**src/design/gate_kill_pkg.sv**
```systemverilog
// Package: register map, field layout and carrier types for the fault shutdown block
package gate_kill_pkg;

    // ------------------------------------------------------------------
    // Register byte offsets
    // ------------------------------------------------------------------
    localparam logic [7:0] CTRL_OFFSET = 8'h00;
    localparam logic [7:0] STATUS_OFFSET = 8'h04;
    localparam logic [7:0] MASK_OFFSET = 8'h08;
    localparam logic [7:0] LEVEL_OFFSET = 8'h0c;
    localparam int OFFSET_W = 8;

    // ------------------------------------------------------------------
    // Fault channels: one index per fault source
    // ------------------------------------------------------------------
    localparam int FAULT_N = 3;
    localparam int FAULT_M1 = 0;
    localparam int FAULT_M2 = 1;
    localparam int FAULT_PFC = 2;

    // ------------------------------------------------------------------
    // Control register fields
    // ------------------------------------------------------------------
    localparam int CTRL_POL_LSB = 0;
    localparam int CTRL_PIN_GPIO_BIT = 4;
    localparam int CTRL_GPIO_OUT_BIT = 5;
    localparam int CTRL_GPIO_DRIVE_BIT = 6;
    // Polarity 0 means the fault pin is active low
    localparam logic [FAULT_N-1:0] POL_RESET = 3'h0;
    localparam logic CTRL_BIT_RESET = 1'b0;

    // ------------------------------------------------------------------
    // Level register fields
    // ------------------------------------------------------------------
    localparam int LEVEL_ACTIVE_LSB = 0;
    localparam int LEVEL_PIN_BIT = 4;

    // ------------------------------------------------------------------
    // Bus constants
    // ------------------------------------------------------------------
    localparam int DATA_W = 32;
    localparam logic HTRANS_ACTIVE_BIT = 1'b1;
    localparam logic HRESP_OKAY = 1'b0;
    localparam logic [DATA_W-1:0] DATA_ZERO = 32'h0000_0000;
    localparam logic [FAULT_N-1:0] FLAGS_ZERO = 3'h0;

    // Gate level that keeps a power switch off
    localparam logic GATE_OFF = 1'b0;

    // ------------------------------------------------------------------
    // Carrier types
    // ------------------------------------------------------------------
    typedef struct packed {
        logic u_high_gate;
        logic u_low_gate;
        logic v_high_gate;
        logic v_low_gate;
        logic w_high_gate;
        logic w_low_gate;
    } motor_gates_t;

    localparam motor_gates_t GATES_OFF = '{default: GATE_OFF};

    typedef struct packed {
        logic [31:0] haddr;
        logic [1:0] htrans;
        logic hwrite;
        logic [2:0] hsize;
        logic hsel;
        logic hready;
    } ahb_req_t;

endpackage

```
**src/design/fault_qualifier.sv**
```systemverilog
// Fault qualifier: applies the programmed sense to one fault pin and flags its onset
`timescale 1ns/1ps

module fault_qualifier (
    input wire logic clk_in,
    input wire logic rst_in,
    input wire logic fault_pin_in,
    input wire logic polarity_in,
    output logic active_out,
    output logic onset_out
);

    logic active_prev_reg;

    // Combinational so the shutdown costs only the gate output flop
    assign active_out = (fault_pin_in == polarity_in);

    always_ff @(posedge clk_in) begin
        if (rst_in) begin
            active_prev_reg <= 1'b0;
        end else begin
            active_prev_reg <= active_out;
        end
    end

    assign onset_out = active_out & ~active_prev_reg;

endmodule

```
**src/design/gate_kill.sv**
```systemverilog
// Gate kill top: fault shutdown of two motor bridges and the PFC switch, AHB-Lite registers
//
// The address map and the AHB-Lite interface to the registers are this design's own decisions.
`timescale 1ns/1ps

// ----------------------------------------------------------------------
// Function
// Motor-1 fault active forces six motor-1 gates off
// Motor-2 fault active forces six motor-2 gates off
// PFC fault forces PFC gate off, selectable polarity
// PFC pin as GPIO: motor-1 fault kills PFC
// Writable polarity bits; shutdown lasts while active
// ----------------------------------------------------------------------

module gate_kill (
    input wire logic clk_in,
    input wire logic rst_in,
    // AHB-Lite slave
    input wire logic hsel_in,
    input wire logic [31:0] haddr_in,
    input wire logic [1:0] htrans_in,
    input wire logic hwrite_in,
    input wire logic [2:0] hsize_in,
    input wire logic [31:0] hwdata_in,
    input wire logic hready_in,
    output logic [31:0] hrdata_out,
    output logic hreadyout_out,
    output logic hresp_out,
    // Gate demands from the PWM generators
    input wire gate_kill_pkg::motor_gates_t m1_pwm_in,
    input wire gate_kill_pkg::motor_gates_t m2_pwm_in,
    input wire logic pfc_pwm_in,
    // Fault pins
    input wire logic motor1_fault_in,
    input wire logic motor2_fault_in,
    input wire logic pfc_fault_in,
    // Shared PFC fault pin used as discrete I/O
    output logic port5_bit0_io_out,
    output logic port5_bit0_io_oe_n_out,
    // Gate drive to the power stage
    output gate_kill_pkg::motor_gates_t m1_gates_out,
    output gate_kill_pkg::motor_gates_t m2_gates_out,
    output logic pfc_gate_out,
    output logic irq_out
);

    import gate_kill_pkg::*;

    // ------------------------------------------------------------------
    // Register state
    // ------------------------------------------------------------------
    logic [FAULT_N-1:0] polarity_reg;
    logic pin_gpio_reg;
    logic gpio_out_reg;
    logic gpio_drive_reg;
    logic [FAULT_N-1:0] status_reg;
    logic [FAULT_N-1:0] status_next;
    logic [FAULT_N-1:0] mask_reg;
    logic [FAULT_N-1:0] mask_next;

    // ------------------------------------------------------------------
    // Bus phase tracking
    // ------------------------------------------------------------------
    ahb_req_t req;
    logic addr_valid;
    logic wr_pending_reg;
    logic [OFFSET_W-1:0] wr_offset_reg;
    logic [DATA_W-1:0] rdata_next;
    logic status_read;
    logic ctrl_write;

    assign req.haddr = haddr_in;
    assign req.htrans = htrans_in;
    assign req.hwrite = hwrite_in;
    assign req.hsize = hsize_in;
    assign req.hsel = hsel_in;
    assign req.hready = hready_in;

    // Zero wait states, so a transfer is taken whenever hready is seen high
    assign addr_valid = req.hsel & req.hready & (req.htrans[1] == HTRANS_ACTIVE_BIT);
    assign status_read = addr_valid & ~req.hwrite & (req.haddr[OFFSET_W-1:0] == STATUS_OFFSET);
    // Only whole-word transfers are expected, so hsize_in is not decoded
    assign ctrl_write = wr_pending_reg & (wr_offset_reg == CTRL_OFFSET);

    // ------------------------------------------------------------------
    // Fault qualification
    // ------------------------------------------------------------------
    logic [FAULT_N-1:0] fault_pin;
    logic [FAULT_N-1:0] fault_pol;
    logic [FAULT_N-1:0] fault_active;
    logic [FAULT_N-1:0] fault_onset;

    assign fault_pin[FAULT_M1] = motor1_fault_in;
    assign fault_pin[FAULT_M2] = motor2_fault_in;
    assign fault_pol[FAULT_M1] = polarity_reg[FAULT_M1];
    assign fault_pol[FAULT_M2] = polarity_reg[FAULT_M2];
    // Shared pin as GPIO: the PFC channel follows the motor-1 fault instead
    assign fault_pin[FAULT_PFC] = pin_gpio_reg ? motor1_fault_in : pfc_fault_in;
    assign fault_pol[FAULT_PFC] = pin_gpio_reg ? polarity_reg[FAULT_M1] : polarity_reg[FAULT_PFC];

    // A polarity write can raise an onset; software clears status afterwards
    genvar gi;
    generate
        for (gi = 0; gi < FAULT_N; gi++) begin : g_qual
            fault_qualifier u_qual (
                .clk_in(clk_in),
                .rst_in(rst_in),
                .fault_pin_in(fault_pin[gi]),
                .polarity_in(fault_pol[gi]),
                .active_out(fault_active[gi]),
                .onset_out(fault_onset[gi])
            );
        end
    endgenerate

    // ------------------------------------------------------------------
    // Gate outputs
    // ------------------------------------------------------------------
    // Held off every cycle the fault stays active; no latch, release is immediate
    // A fault pulse shorter than one clock can be missed; filter it upstream
    always_ff @(posedge clk_in) begin
        if (rst_in) begin
            m1_gates_out <= GATES_OFF;
        end else if (fault_active[FAULT_M1]) begin
            m1_gates_out <= GATES_OFF;
        end else begin
            m1_gates_out <= m1_pwm_in;
        end
    end

    always_ff @(posedge clk_in) begin
        if (rst_in) begin
            m2_gates_out <= GATES_OFF;
        end else if (fault_active[FAULT_M2]) begin
            m2_gates_out <= GATES_OFF;
        end else begin
            m2_gates_out <= m2_pwm_in;
        end
    end

    always_ff @(posedge clk_in) begin
        if (rst_in) begin
            pfc_gate_out <= GATE_OFF;
        end else if (fault_active[FAULT_PFC]) begin
            pfc_gate_out <= GATE_OFF;
        end else begin
            pfc_gate_out <= pfc_pwm_in;
        end
    end

    // ------------------------------------------------------------------
    // Discrete I/O on the shared pin
    // ------------------------------------------------------------------
    // Enable follows GPIO mode and the drive bit one cycle late; the pin stays driven for a cycle after GPIO mode clears
    always_ff @(posedge clk_in) begin
        if (rst_in) begin
            port5_bit0_io_out <= CTRL_BIT_RESET;
        end else begin
            port5_bit0_io_out <= gpio_out_reg;
        end
    end

    always_ff @(posedge clk_in) begin
        if (rst_in) begin
            port5_bit0_io_oe_n_out <= 1'b1;
        end else begin
            port5_bit0_io_oe_n_out <= ~(pin_gpio_reg & gpio_drive_reg);
        end
    end

    // ------------------------------------------------------------------
    // Write data phase
    // ------------------------------------------------------------------
    always_ff @(posedge clk_in) begin
        if (rst_in) begin
            wr_pending_reg <= 1'b0;
            wr_offset_reg <= CTRL_OFFSET;
        end else begin
            wr_pending_reg <= addr_valid & req.hwrite;
            wr_offset_reg <= req.haddr[OFFSET_W-1:0];
        end
    end

    always_ff @(posedge clk_in) begin
        if (rst_in) begin
            polarity_reg <= POL_RESET;
        end else if (ctrl_write) begin
            polarity_reg <= hwdata_in[CTRL_POL_LSB +: FAULT_N];
        end
    end

    // Pin mode switches the PFC kill source in the same cycle it lands
    always_ff @(posedge clk_in) begin
        if (rst_in) begin
            pin_gpio_reg <= CTRL_BIT_RESET;
        end else if (ctrl_write) begin
            pin_gpio_reg <= hwdata_in[CTRL_PIN_GPIO_BIT];
        end
    end

    always_ff @(posedge clk_in) begin
        if (rst_in) begin
            gpio_out_reg <= CTRL_BIT_RESET;
            gpio_drive_reg <= CTRL_BIT_RESET;
        end else if (ctrl_write) begin
            gpio_out_reg <= hwdata_in[CTRL_GPIO_OUT_BIT];
            gpio_drive_reg <= hwdata_in[CTRL_GPIO_DRIVE_BIT];
        end
    end

    always_comb begin
        mask_next = mask_reg;
        if (wr_pending_reg && wr_offset_reg == MASK_OFFSET) begin
            mask_next = hwdata_in[FAULT_N-1:0];
        end
    end

    always_ff @(posedge clk_in) begin
        if (rst_in) begin
            mask_reg <= FLAGS_ZERO;
        end else begin
            mask_reg <= mask_next;
        end
    end

    // ------------------------------------------------------------------
    // Sticky fault events, cleared by a read; a new onset wins
    // ------------------------------------------------------------------
    always_comb begin
        status_next = status_reg;
        if (status_read) begin
            status_next = FLAGS_ZERO;
        end
        status_next = status_next | fault_onset;
    end

    always_ff @(posedge clk_in) begin
        if (rst_in) begin
            status_reg <= FLAGS_ZERO;
        end else begin
            status_reg <= status_next;
        end
    end

    // Built from next values so the level tracks status in the same cycle
    always_ff @(posedge clk_in) begin
        if (rst_in) begin
            irq_out <= 1'b0;
        end else begin
            irq_out <= |(status_next & mask_next);
        end
    end

    // ------------------------------------------------------------------
    // Read data, captured in the address phase
    // ------------------------------------------------------------------
    // Unmapped offsets read zero; writes there are dropped
    always_comb begin
        rdata_next = DATA_ZERO;
        case (req.haddr[OFFSET_W-1:0])
            CTRL_OFFSET: begin
                rdata_next[CTRL_POL_LSB +: FAULT_N] = polarity_reg;
                rdata_next[CTRL_PIN_GPIO_BIT] = pin_gpio_reg;
                rdata_next[CTRL_GPIO_OUT_BIT] = gpio_out_reg;
                rdata_next[CTRL_GPIO_DRIVE_BIT] = gpio_drive_reg;
            end
            STATUS_OFFSET: begin
                rdata_next[FAULT_N-1:0] = status_reg;
            end
            MASK_OFFSET: begin
                rdata_next[FAULT_N-1:0] = mask_reg;
            end
            LEVEL_OFFSET: begin
                rdata_next[LEVEL_ACTIVE_LSB +: FAULT_N] = fault_active;
                rdata_next[LEVEL_PIN_BIT] = pfc_fault_in;
            end
            default: begin
                rdata_next = DATA_ZERO;
            end
        endcase
    end

    always_ff @(posedge clk_in) begin
        if (rst_in) begin
            hrdata_out <= DATA_ZERO;
        end else if (addr_valid && !req.hwrite) begin
            hrdata_out <= rdata_next;
        end
    end

    // Zero wait states and no error response: every transfer completes at once
    always_ff @(posedge clk_in) begin
        if (rst_in) begin
            hreadyout_out <= 1'b1;
        end else begin
            hreadyout_out <= 1'b1;
        end
    end

    always_ff @(posedge clk_in) begin
        if (rst_in) begin
            hresp_out <= HRESP_OKAY;
        end else begin
            hresp_out <= HRESP_OKAY;
        end
    end

endmodule

```
**config.mk**
```make
export PLATFORM = sky130hd
export DESIGN_NAME = gate_kill
export DESIGN_NICKNAME = d
export VERILOG_FILES = /design/src/design/gate_kill_pkg.sv /design/src/design/fault_qualifier.sv /design/src/design/gate_kill.sv
export SDC_FILE = /design/constraint.sdc
export NUM_CORES = 1
export LEC_CHECK = 0
export ABC_CLOCK_PERIOD_IN_PS = 3750
export BUFFER_PORTS_ARGS = -buffer_cell sky130_fd_sc_hd__buf_4
export CAP_MARGIN = 0
export CELL_PAD_IN_SITES_DETAIL_PLACEMENT = 1
export CELL_PAD_IN_SITES_GLOBAL_PLACEMENT = 1
export CORE_UTILIZATION = 30
export DETAILED_ROUTE_END_ITERATION = 7
export GPL_TIMING_DRIVEN = 0
export HOLD_SLACK_MARGIN = 0.03
export PLACE_DENSITY_LB_ADDON = 0.25
export SYNTH_ARGS = -nofsm -noshare
export SYNTH_HDL_FRONTEND = slang
export SYNTH_SLANG_ARGS = --single-unit
export TNS_END_PERCENT = 30
```
**constraint.sdc**
```tcl
create_clock -name clk_in -period 3.75 [get_ports clk_in]
set_input_delay 1.125 -clock clk_in [delete_from_list [all_inputs] [get_ports clk_in]]
set_output_delay 1.125 -clock clk_in [all_outputs]
set_load 0.1 [all_outputs]
```
; ---- After elaboration in Yosys (flattened, before gate mapping)
; Cells that the tools add are included.
[classes]
bitwise = 17
n_eq_ne = 7
muxes = 7
reduce_logical = 9
[op_table]
columns = op, count
row1 = $eq A8 B4 Y1 const B, 3
row2 = $logic_not A8 Y1, 2
row3 = $pmux W3 S4, 1
row4 = $and A1 B1 Y1, 10
row5 = $eq A8 B3 Y1 const B, 1
row6 = $mux W3, 2
row7 = $reduce_or A2 Y1, 3
row8 = $not A1 Y1, 5
row9 = $and A3 B3 Y3, 1
row10 = $eq A1 B1 Y1, 3
row11 = $or A3 B3 Y3, 1
row12 = $reduce_or A3 Y1, 1
row13 = $logic_and A1 B1 Y1, 2
row14 = $mux W1, 2
row15 = $mux W2, 1
row16 = $pmux W1 S2, 1
row17 = $logic_not A1 Y1, 1
[totals]
output_inout_bits = 50
elab_cells = 68
ff_bits = 46
input_bits = 90

; ---- Longest topological paths before layout
; Gate-level depths: netlist of run 1.
[depth]
word_depth = 8
mapped_depth = 6
ltp_nobuf = 5

; ---- Cells and area by module
; A second synthesis of run 1 with hierarchy kept.
[hier_totals]
cells_unflattened = 181
hier_area_um2 = 1858.0
[by_module_without_submodules]
columns = module, area_per_inst_um2, cells_per_inst, instances
row1 = gate_kill, 1737.9, 166, 1
row2 = fault_qualifier, 40.0, 5, 3

; ---- Worst setup path before layout of run 1
; No wires, ideal clock.
[synth_timing]
kind = input -> register
start = in haddr_in[1]
end = reg irq_out
arrival_ps = 2016
setup_time_ps = 135
setup_slack_ps = 1599
stages = 5
path_cell_list = nor4_2 nand4_2 nor2b_1 a21oi_1 o221ai_1
[synth_between]
elab_chain_cells = 6
[synth_lines]
columns = item, line_no
row1 = "start, declared", gate_kill.sv:20  ; input wire logic [31:0] haddr_in,
row2 = $eq A8 B3 Y1, gate_kill.sv:81  ; assign status_read = addr_valid & ~req.hwrite & (req.haddr[OFFSET_W-1:0] == STATUS_OFFSET);
row3 = $and A1 B1 Y1, gate_kill.sv:81
row4 = $mux W3, gate_kill.sv:231  ; if (status_read) begin
row5 = $or A3 B3 Y3, gate_kill.sv:234  ; status_next = status_next | fault_onset;
row6 = $and A3 B3 Y3, gate_kill.sv:250  ; irq_out <= |(status_next & mask_next);
row7 = $reduce_or A3 Y1, gate_kill.sv:250
row8 = "end signal, assigned", gate_kill.sv:250
row9 = "end, declared", gate_kill.sv:44  ; output logic irq_out
; No other way between the ends.
; A chain may end at the register's enable or synchronous reset.

; ---- Worst setup path after layout of run 1
; Ends and elaborated chain as after synthesis.

==> flow_metrics.env, run 1 <==
export IMPL_r2r_end="irq_out$_SDFF_PP0_"
export IMPL_crit_fanout=3
export IMPL_grt_first_pass_wirelength_um=6582
export IMPL_slew_violations=0
export IMPL_synth_edf_count=0
export IMPL_path_cells="buf_4 > nor4_2 > nand4_2 > nor2b_1 > a21oi_1 > o221ai_1"
export IMPL_cts_root_buf="clkbuf_8"
export IMPL_drive_gt1_share_pct=34.62
export IMPL_synth_area_um2=1893
export IMPL_netlist_area_leader_share_pct=48.65
export IMPL_core_rowCount=28
export IMPL_fillers=724
export IMPL_crit_type="in2reg"
export IMPL_htree_levels=2
export IMPL_cp_top_family="simple AND/OR/NAND/NOR gates"
export IMPL_wire_per_inst_um=11.82
export IMPL_cts_path_max_buffers=2
export IMPL_drv_cap=0
export IMPL_leakagePower_uw=0.001245
export IMPL_grt_max_degree=15
export IMPL_rsz0062_at_grt="no"
export IMPL_antenna_found_initial=0
export IMPL_grt_util_all_layers_pct=13.63
export IMPL_slowest_delay_ns=0.41
export IMPL_start_util_pct=31.60
export IMPL_cts_resized=0
export IMPL_slew_headroom_pct=65.94
export IMPL_insertion_delay_ns=0.31
export IMPL_hp_class="reg2reg"
export IMPL_ys_warn_count=0
export IMPL_gp_congestion=0.7578
export IMPL_drt_pass1_iter_count=4
export IMPL_die_h_um=81.44
export IMPL_whs_path_depth=1
export IMPL_synth_ff_type="dfxtp_1"
export IMPL_numCtsBuffers=5
export IMPL_synthCells=196
export IMPL_final_min_clock_period_ns=2.189
export IMPL_synth_cell_types=35
export IMPL_die_area_um2=6632
export IMPL_r2r_slack_ns=2.06
export IMPL_min_to="port5_bit0_io_oe_n_out$_SDFF_PP1_"
export IMPL_ys_top_cells_by_area="dfxtp_1, buf_4, mux2i_1, and2_1, nor2b_1"
export IMPL_synth_area_leader_cell="dfxtp_1"
export IMPL_fin_skew_ns=0.01131
export IMPL_grt_pass1_vias=1441
export IMPL_synth_seq_area_share_pct=48.65
export IMPL_dp_hpwl_um=3316
export IMPL_worstHoldStart="gpio_drive_reg$_SDFFE_PP0P_"
export IMPL_ioPinCount=140
export IMPL_worst_ep_arrival_time_ns=2.35
export IMPL_drt_wl_total_um=4268
export IMPL_critPathSlowestCell="nor4_2"
export IMPL_cts_tree="done"
export IMPL_hold_worst_slack_ns=0.4454
export IMPL_worstPathRequired_ns=3.91
export IMPL_ys_ff_latch=46
export IMPL_setup_viol_count_final=0
export IMPL_vias=1528
export IMPL_tightestPinTransition_ns=0.5108
export IMPL_diodes=0
export IMPL_tns_ns=0
export IMPL_clk_pin_slew_ns=0.09
export IMPL_worstRegToRegCells=5
export IMPL_hold_viol=0
export IMPL_final_nets=375
export IMPL_numClockSinks=46
export IMPL_irDropWorstVdd_v=0.0003348
export IMPL_drtIter0Drc=19
export IMPL_overflow=0
export IMPL_reg2reg_from="wr_offset_reg[4]$_SDFF_PP0_"
export IMPL_die_x_um=81.44
export IMPL_crit_path_start_kind="input port"
export IMPL_cts_setup_buffers=0
export IMPL_drc=0
export IMPL_max_freq_mhz=456.8
export IMPL_synth_avg_cell_area_um2=9.659
export IMPL_antenna_left=0
export IMPL_cts_hold_buf=0
export IMPL_async_reset_ff_share_pct=0
export IMPL_syn_to_final_growth_pct=39.85
export IMPL_cp_end_kind="flip-flop"
export IMPL_period_share_pct=58.37
export IMPL_routed_via_density=4.233
export IMPL_cp_num_buf_inv=1
export IMPL_status="finished, final reports clean"
export IMPL_core_um2=5991
export IMPL_io_buffers=56
export IMPL_power_density_nw_per_um2=463.9
export IMPL_largest_reg_flops=8
[cell usage in the layout (no fill, tap or decap), drive strengths merged, types with 2 or more instances in the layout]
cell type  count
bufinv         2
nand3          5
nor2          20
nand3b         3
nand2          8
buf           86
nand2b         2
nor4           2
nor2b         13
xnor2          3
o21ai          3
o2111ai        2
and2          14
clkbuf        10
nand4          2
mux2i         10
dfxtp         46
conb          28
a21oi         12
inv            3
[through the flow]
step | power, uW | setup slack [ns] | instance area, um2 | std cells | util [%]
finish | 1228 | 1.561 | 2648 | 361 | 44.19
global route | 1276 | 1.419 | 2648 | 361 | 44.19
CTS | 1242 | 1.568 | 2648 | 361 | 44.19
detailed placement | 790.4 | 1.243 | 2505 | 353 | 41.81
global placement | 788.4 | 1.261 | 2505 | 353 | 41.81
floorplan | 738.3 | 1.599 | 1991 | 222 | -
[synthesized netlist by cell type (all sizes together), types with 2 or more instances]
cell,instances
dfxtp,46
and2,14
buf,30
nand3b,3
nor2,20
xnor2,3
clkbuf,4
nor2b,13
o21ai,3
inv,3
a21oi,12
nand3,5
o2111ai,2
nand2,8
conb,2
mux2i,10
nand4,2
nand2b,2
nor4,2
[area by class of cell]
| cell class | count | area (um2) | share of cell area, % |
|---|---|---|---|
| Sequential cell | 46 | 920.9 | 34.78 |
| Multi-Input combinational cell | 139 | 817.0 | 30.86 |
| Timing Repair Buffer | 56 | 420.4 | 15.88 |
| Buffer | 34 | 241.5 | 9.121 |
| Tap cell | 75 | 93.84 | 3.544 |
| Clock buffer | 6 | 82.58 | 3.119 |
| Clock inverter | 2 | 60.06 | 2.268 |
| Inverter | 3 | 11.26 | 0.4253 |
[report_power, final]
| group | leakage (uW) | internal, uW | switching [uW] |
|---|---|---|---|
| Clock | 0.0000714 | 284 | 166 |
| Sequential | 0.000377 | 503 | 5.96 |
| Combinational | 0.000797 | 67.0 | 202 |
| Total | 0.00125 | 854 | 374 |
[worst max path at each step]
| stage | start | endpoint | slack (ns) | cells after the start |
|---|---|---|---|---|
| finish | haddr_in[1] | irq_out$_SDFF_PP0_ | 1.56 | 6 |
| global route | haddr_in[1] | irq_out$_SDFF_PP0_ | 1.42 | 6 |
| CTS | haddr_in[1] | irq_out$_SDFF_PP0_ | 1.57 | 6 |
| detailed placement | haddr_in[1] | irq_out$_SDFF_PP0_ | 1.24 | 6 |
| global placement | haddr_in[1] | irq_out$_SDFF_PP0_ | 1.26 | 6 |
| floorplan | haddr_in[1] | irq_out$_SDFF_PP0_ | 1.60 | 5 |
[metal layers]
metal  track usage (%)  part of all wire (%)  up-vias
li1                  -                     -      772
met2             23.75                    47       63
met1             15.04                    41      687
met3             4.778                    10        6
met5                 0                     0        -
met4             5.357                   1.5        0
[cell families after synthesis]
logic type,synth area share (%)
compound gates,6.808
buf+inv,13.35
mux,5.288
simple gates,23.66
other cells,0.3967
flops,48.64
xor+xnor,1.851
(Power assumes the default switching activity.)
==> run 2, diff against run 1 <==
--- a/config.mk
+++ b/config.mk
@@ -5,12 +5,13 @@
 export SDC_FILE = /design/constraint.sdc
 export NUM_CORES = 1
 export LEC_CHECK = 0
-export ABC_CLOCK_PERIOD_IN_PS = 3750
+export ABC_AREA = 1
+export ABC_CLOCK_PERIOD_IN_PS = 2200
 export BUFFER_PORTS_ARGS = -buffer_cell sky130_fd_sc_hd__buf_4
 export CAP_MARGIN = 0
 export CELL_PAD_IN_SITES_DETAIL_PLACEMENT = 1
 export CELL_PAD_IN_SITES_GLOBAL_PLACEMENT = 1
-export CORE_UTILIZATION = 30
+export CORE_UTILIZATION = 27
 export DETAILED_ROUTE_END_ITERATION = 7
 export GPL_TIMING_DRIVEN = 0
 export HOLD_SLACK_MARGIN = 0.03
==> constraint.sdc (replaced) <==
create_clock -name clk_in -period 2.2 [get_ports clk_in]
set_input_delay 0.66 -clock clk_in [delete_from_list [all_inputs] [get_ports clk_in]]
set_output_delay 0.66 -clock clk_in [all_outputs]
set_load 0.1 [all_outputs]
==> flow_metrics.env, run 2 <==
export IMPL_ys_top_cells_by_count="nand2_1, dfxtp_1, inv_1, nor2_1, buf_4"
export IMPL_synth_ff_type="dfxtp_1"
export IMPL_synth_area_um2=2029
export IMPL_grt_max_degree=14
export IMPL_cp_end_kind="primary output"
export IMPL_final_common_cell="buf_4"
export IMPL_die_x_um=88.70
export IMPL_cp_num_buf_inv=1
export IMPL_antenna_found_initial=0
export IMPL_synth_seq_area_share_pct=45.38
export IMPL_grt_first_pass_wirelength_um=7824
export IMPL_ys_warn_count=0
export IMPL_dp_hpwl_um=4043
export IMPL_final_nets=446
export IMPL_ioPinCount=140
export IMPL_diodes=0
export IMPL_routed_via_density=3.998
export IMPL_synth_most_common_cell="nand2_1"
export IMPL_synth_avg_cell_area_um2=7.629
export IMPL_antenna_left=0
export IMPL_cts_resized=0
export IMPL_path_cells="buf_4"
export IMPL_layout_common_cells="buf_4, nand2_1, dfxtp_1, inv_1, nor2_1"
export IMPL_overflow=0
export IMPL_critPathSlowestCell="dfxtp_1"
export IMPL_hold_viol=0
export IMPL_grt_pass1_vias=1764
export IMPL_max_freq_mhz=622.2
export IMPL_worst_ep_arrival_time_ns=0.95
export IMPL_synth_area_leader_cell="dfxtp_1"
export IMPL_drtIter0Drc=28
export IMPL_async_reset_ff_share_pct=0
export IMPL_slew_headroom_pct=64.21
export IMPL_grt_util_all_layers_pct=13.34
export IMPL_drive_gt1_share_pct=32.87
export IMPL_netlist_area_leader_share_pct=45.38
export IMPL_hp_class="reg2reg"
export IMPL_die_area_um2=7867
export IMPL_power_density_nw_per_um2=715.9
export IMPL_tightestPinTransition_ns=0.5369
export IMPL_slew_violations=0
export IMPL_crit_path_start_kind="flip-flop"
export IMPL_worstPathRequired_ns=1.54
export IMPL_synthCells=266
export IMPL_drt_wl_total_um=4969
export IMPL_numCtsBuffers=5
export IMPL_cts_hold_buf=0
export IMPL_die_h_um=88.70
export IMPL_wire_per_inst_um=10.92
export IMPL_slowest_delay_ns=0.35
export IMPL_insertion_delay_ns=0.30
export IMPL_cp_top_family="flip-flops"
export IMPL_ys_top_cells_by_area="dfxtp_1, buf_4, nand2_1, inv_1, nor2_1"
export IMPL_numClockSinks=46
export IMPL_worst_slack_ns=0.5928
export IMPL_core_um2=7253
export IMPL_syn_to_final_growth_pct=37.55
export IMPL_rsz0062_at_grt="no"
export IMPL_drt_pass1_iter_count=4
export IMPL_ys_ff_latch=46
export IMPL_gp_congestion=0.7895
export IMPL_fillers=948
export IMPL_synth_edf_count=0
export IMPL_final_min_clock_period_ns=1.607
export IMPL_cts_path_max_buffers=2
export IMPL_crit_type="reg2out"
export IMPL_tns_ns=0
export IMPL_fin_skew_ns=0.006349
export IMPL_irDropWorstVdd_v=0.0002885
export IMPL_crit_fanout=2
export IMPL_io_buffers=57
export IMPL_cts_setup_buffers=0
export IMPL_drc=0
export IMPL_htree_levels=2
export IMPL_core_rowCount=31
export IMPL_status="finished, final reports clean"
export IMPL_finalPower_uw=1998
export IMPL_dp_worst_setup_slack_ns=0.4280
export IMPL_leakagePower_uw=0.001452
export IMPL_cts_root_buf="clkbuf_8"
export IMPL_vias=1819
export IMPL_start_util_pct=27.98
export IMPL_setup_viol_count_final=0
export IMPL_clk_pin_slew_ns=0.09
export IMPL_largest_reg_flops=8
export IMPL_synth_cell_types=25
export IMPL_period_share_pct=73.06
export IMPL_cts_tree="done"
export IMPL_drv_cap=0
==> run 2: power breakdown <==
group,switching [uW],leakage (uW),total (uW),internal [uW]
Sequential,8.36,0.000377,866,858
Clock,283,0.0000573,646,364
Combinational,370,0.00102,486,115
Total,661,0.00145,2000,1340
==> run 2: path summary, 6_finish.rpt <==
path / start / cells after the start / to / slack (ns)
worst max register to register: polarity_reg[0]$_SDFFE_PP0P_ / 11 / irq_out$_SDFF_PP0_ / 0.95
worst max-delay path: hrdata_out[4]$_SDFFE_PP0P_ / 1 / hrdata_out[4] / 0.59
worst min register to register: gpio_drive_reg$_SDFFE_PP0P_ / 1 / port5_bit0_io_oe_n_out$_SDFF_PP1_ / 0.43
worst min-delay path: gpio_drive_reg$_SDFFE_PP0P_ / 1 / port5_bit0_io_oe_n_out$_SDFF_PP1_ / 0.43
==> run 2: stage by stage <==
step                cells  hold slack (ns)  cell area [um2]  util (%)
floorplan             292           0.3940             2127         -
global placement      448           0.4108             2679     36.93
detailed placement    448           0.4160             2679     36.93
CTS                   455           0.4363             2791     38.49
global route          455           0.4541             2791     38.49
finish                455           0.4313             2791     38.49
==> run 2: cell type report <==
cell class | instances | area, um2 | share of cell area [%]
multi-input combinational | 175 | 815.8 | 29.22
inverter | 39 | 146.4 | 5.244
tap | 99 | 123.9 | 4.437
clock buffer | 6 | 82.58 | 2.958
buffer | 32 | 244.0 | 8.740
sequential | 46 | 920.9 | 32.99
timing repair buffer | 57 | 427.9 | 15.33
clock inverter | 1 | 30.03 | 1.076
==> run 2: metal layers <==
layer  wire (um)  vias to the layer above  GRT usage (%)
met5           0                        -              0
met4          67                        0          4.839
met3         294                        8          4.011
met2        2455                       49          23.01
met1        2152                      829          15.63
li1            -                      933              -
==> run 2: cells by family (layout without fill, tap and decap cells) <==
family	after synthesis	count (layout)	share of synthesized area, %
xor gates and xnor gates	1	1	0.4316
other	2	28	0.3701
and+or+nand+nor	119	119	26.57
AOI/OAI and AO/OA	27	27	8.015
buffers and inverters	71	135	19.24
DFF	46	46	45.38
==> run 3, diff against run 2 <==
--- a/config.mk
+++ b/config.mk
@@ -6,12 +6,12 @@
 export NUM_CORES = 1
 export LEC_CHECK = 0
 export ABC_AREA = 1
-export ABC_CLOCK_PERIOD_IN_PS = 2200
+export ABC_CLOCK_PERIOD_IN_PS = 1300
 export BUFFER_PORTS_ARGS = -buffer_cell sky130_fd_sc_hd__buf_4
 export CAP_MARGIN = 0
 export CELL_PAD_IN_SITES_DETAIL_PLACEMENT = 1
 export CELL_PAD_IN_SITES_GLOBAL_PLACEMENT = 1
-export CORE_UTILIZATION = 27
+export CORE_UTILIZATION = 25
 export DETAILED_ROUTE_END_ITERATION = 7
 export GPL_TIMING_DRIVEN = 0
 export HOLD_SLACK_MARGIN = 0.03
==> constraint.sdc (replaced) <==
create_clock -name clk_in -period 1.3 [get_ports clk_in]
set_input_delay 0.39 -clock clk_in [delete_from_list [all_inputs] [get_ports clk_in]]
set_output_delay 0.39 -clock clk_in [all_outputs]
set_load 0.1 [all_outputs]
==> flow_metrics.env, run 3 (synthesis gave the netlist of run 2 again) <==
export IMPL_drc=0
export IMPL_reg2reg_from="wr_offset_reg[7]$_SDFF_PP0_"
export IMPL_cp_endpoint="port5_bit0_io_out"
export IMPL_critPathSlowestCell="dfxtp_1"
export IMPL_cts_hold_buf=0
export IMPL_fillers=983
export IMPL_instances_no_fill=460
export IMPL_power_density_nw_per_um2=1135
export IMPL_diodes=0
export IMPL_worst_ep_arrival_time_ns=0.90
export IMPL_numClockSinks=46
export IMPL_clk_pin_slew_ns=0.09
export IMPL_worstPathRequired_ns=0.91
export IMPL_overflow=0
export IMPL_die_area_um2=8482
export IMPL_cp_depth=1
export IMPL_path_cells="buf_12"
export IMPL_slowest_delay_ns=0.39
export IMPL_antenna_found_initial=0
export IMPL_ioPinCount=140
export IMPL_drt_pass1_iter_count=4
export IMPL_final_nets=447
export IMPL_die_x_um=92.10
export IMPL_layout_common_cells="buf_4, nand2_1, dfxtp_1, inv_1, nor2_1"
export IMPL_core_rowCount=32
export IMPL_syn_to_final_growth_pct=46.92
export IMPL_cts_root_buf="clkbuf_8"
export IMPL_cp_top_family="flip-flops"
export IMPL_hold_worst_slack_ns=0.2855
export IMPL_period_share_pct=98.90
export IMPL_cp_end_kind="primary output"
export IMPL_grt_first_pass_wirelength_um=8066
export IMPL_wire_per_inst_um=10.92
export IMPL_final_min_clock_period_ns=1.286
export IMPL_tns_ns=0
export IMPL_cp_startpoint="port5_bit0_io_out$_SDFF_PP0_"
export IMPL_insertion_delay_ns=0.31
export IMPL_drv_cap=0
export IMPL_start_util_pct=25.99
export IMPL_setup_viol_count_final=0
export IMPL_routed_via_density=3.911
export IMPL_crit_path_start_kind="flip-flop"
export IMPL_grt_pass1_vias=1776
export IMPL_r2r_end="irq_out$_SDFF_PP0_"
export IMPL_r2r_slack_ns=0.04
export IMPL_drtIter0Drc=45
export IMPL_seq_area_um2=929.6
export IMPL_slew_violations=0
export IMPL_io_buffers=57
export IMPL_numCtsBuffers=5
export IMPL_grt_util_all_layers_pct=12.39
export IMPL_core_um2=7807
export IMPL_leakagePower_uw=0.001502
export IMPL_gp_congestion=0.7717
export IMPL_irDropWorstVdd_v=0.0005526
export IMPL_crit_fanout=1
export IMPL_largest_reg_flops=8
export IMPL_status="finished, final reports clean"
export IMPL_dpl_cell_count=451
export IMPL_cts_tree="done"
export IMPL_hold_viol=0
export IMPL_worstRegToRegCells=10
export IMPL_post_route_util_pct=38.19
export IMPL_whs_path_depth=2
export IMPL_hp_class="in2reg"
export IMPL_dp_hpwl_um=3933
export IMPL_grt_max_degree=15
export IMPL_vias=1799
export IMPL_cp_num_buf_inv=1
export IMPL_htree_levels=2
export IMPL_final_common_cell="buf_4"
export IMPL_cts_path_max_buffers=2
export IMPL_multiInputGateArea_um2=849.6
export IMPL_die_h_um=92.10
export IMPL_fin_skew_ns=0.01263
export IMPL_max_freq_mhz=777.8
export IMPL_rsz0062_at_grt="yes"
export IMPL_crit_type="reg2out"
export IMPL_antenna_left=0
export IMPL_drt_wl_total_um=5021
export IMPL_drive_gt1_share_pct=37.43
==> run 3: cell count changes in the layout (fill, tap and decap cells not counted), moves of 2 or more <==
cell and change:
nand2_2 +6, dfxtp_2 +7, nand2_1 -8, buf_6 +15, nand2_4 +2, buf_12 +6
dfxtp_1 -7, buf_4 -21
==> run 3: final cells by class <==
type                    count  area share (%)
flip-flops and latches     46           31.18
multi-input cells         175           28.49
repair buffers             58           19.26
plain buffers              32           8.183
inverters                  39           4.910
well taps                 102           4.280
clock buffers               6           2.434
clock inverters             2           1.259
==> run 3: through the flow <==
step | total power, uW | instance area [um2] | worst slack (ns)
global placement | 2315 | 2684 | -0.1359
detailed placement | 2322 | 2684 | -0.1680
floorplan | 2161 | 2128 | -0.01462
finish | 3385 | 2982 | 0.01435
CTS | 3412 | 2898 | 0.001469
global route | 3521 | 2982 | -0.07749
==> run 3: what timing repair did <==
item	CTS	global route
resized for setup	28	25
setup endpoints to repair	20	13
setup buffers	0	1
pin swaps	0	11
==> run 3: worst min-delay path by stage <==
| stage | start | end | slack (ns) |
|---|---|---|---|
| after floorplan | gpio_drive_reg$_SDFFE_PP0P_ | port5_bit0_io_oe_n_out$_SDFF_PP1_ | 0.39 |
| after global placement | pin_gpio_reg$_SDFFE_PP0P_ | port5_bit0_io_oe_n_out$_SDFF_PP1_ | 0.41 |
| after detailed placement | pin_gpio_reg$_SDFFE_PP0P_ | port5_bit0_io_oe_n_out$_SDFF_PP1_ | 0.42 |
| after global routing | rst_in | hrdata_out[0]$_SDFFE_PP0P_ | 0.29 |
| final | rst_in | hrdata_out[0]$_SDFFE_PP0P_ | 0.29 |
| after CTS | rst_in | hrdata_out[0]$_SDFFE_PP0P_ | 0.28 |
==> run 3: where the power goes <==
group | switching (uW) | internal [uW]
registers | 17.6 | 1450
logic | 626 | 206
clock network | 509 | 574
total | 1150 | 2230
==> run 3: routing by layer <==
metal	up-vias	global-route usage [%]	wire [um]
met4	0	4.297	63
li1	936	-	-
met2	54	22.20	2462
met3	5	3.068	259
met1	804	14.23	2236
met5	-	0	0
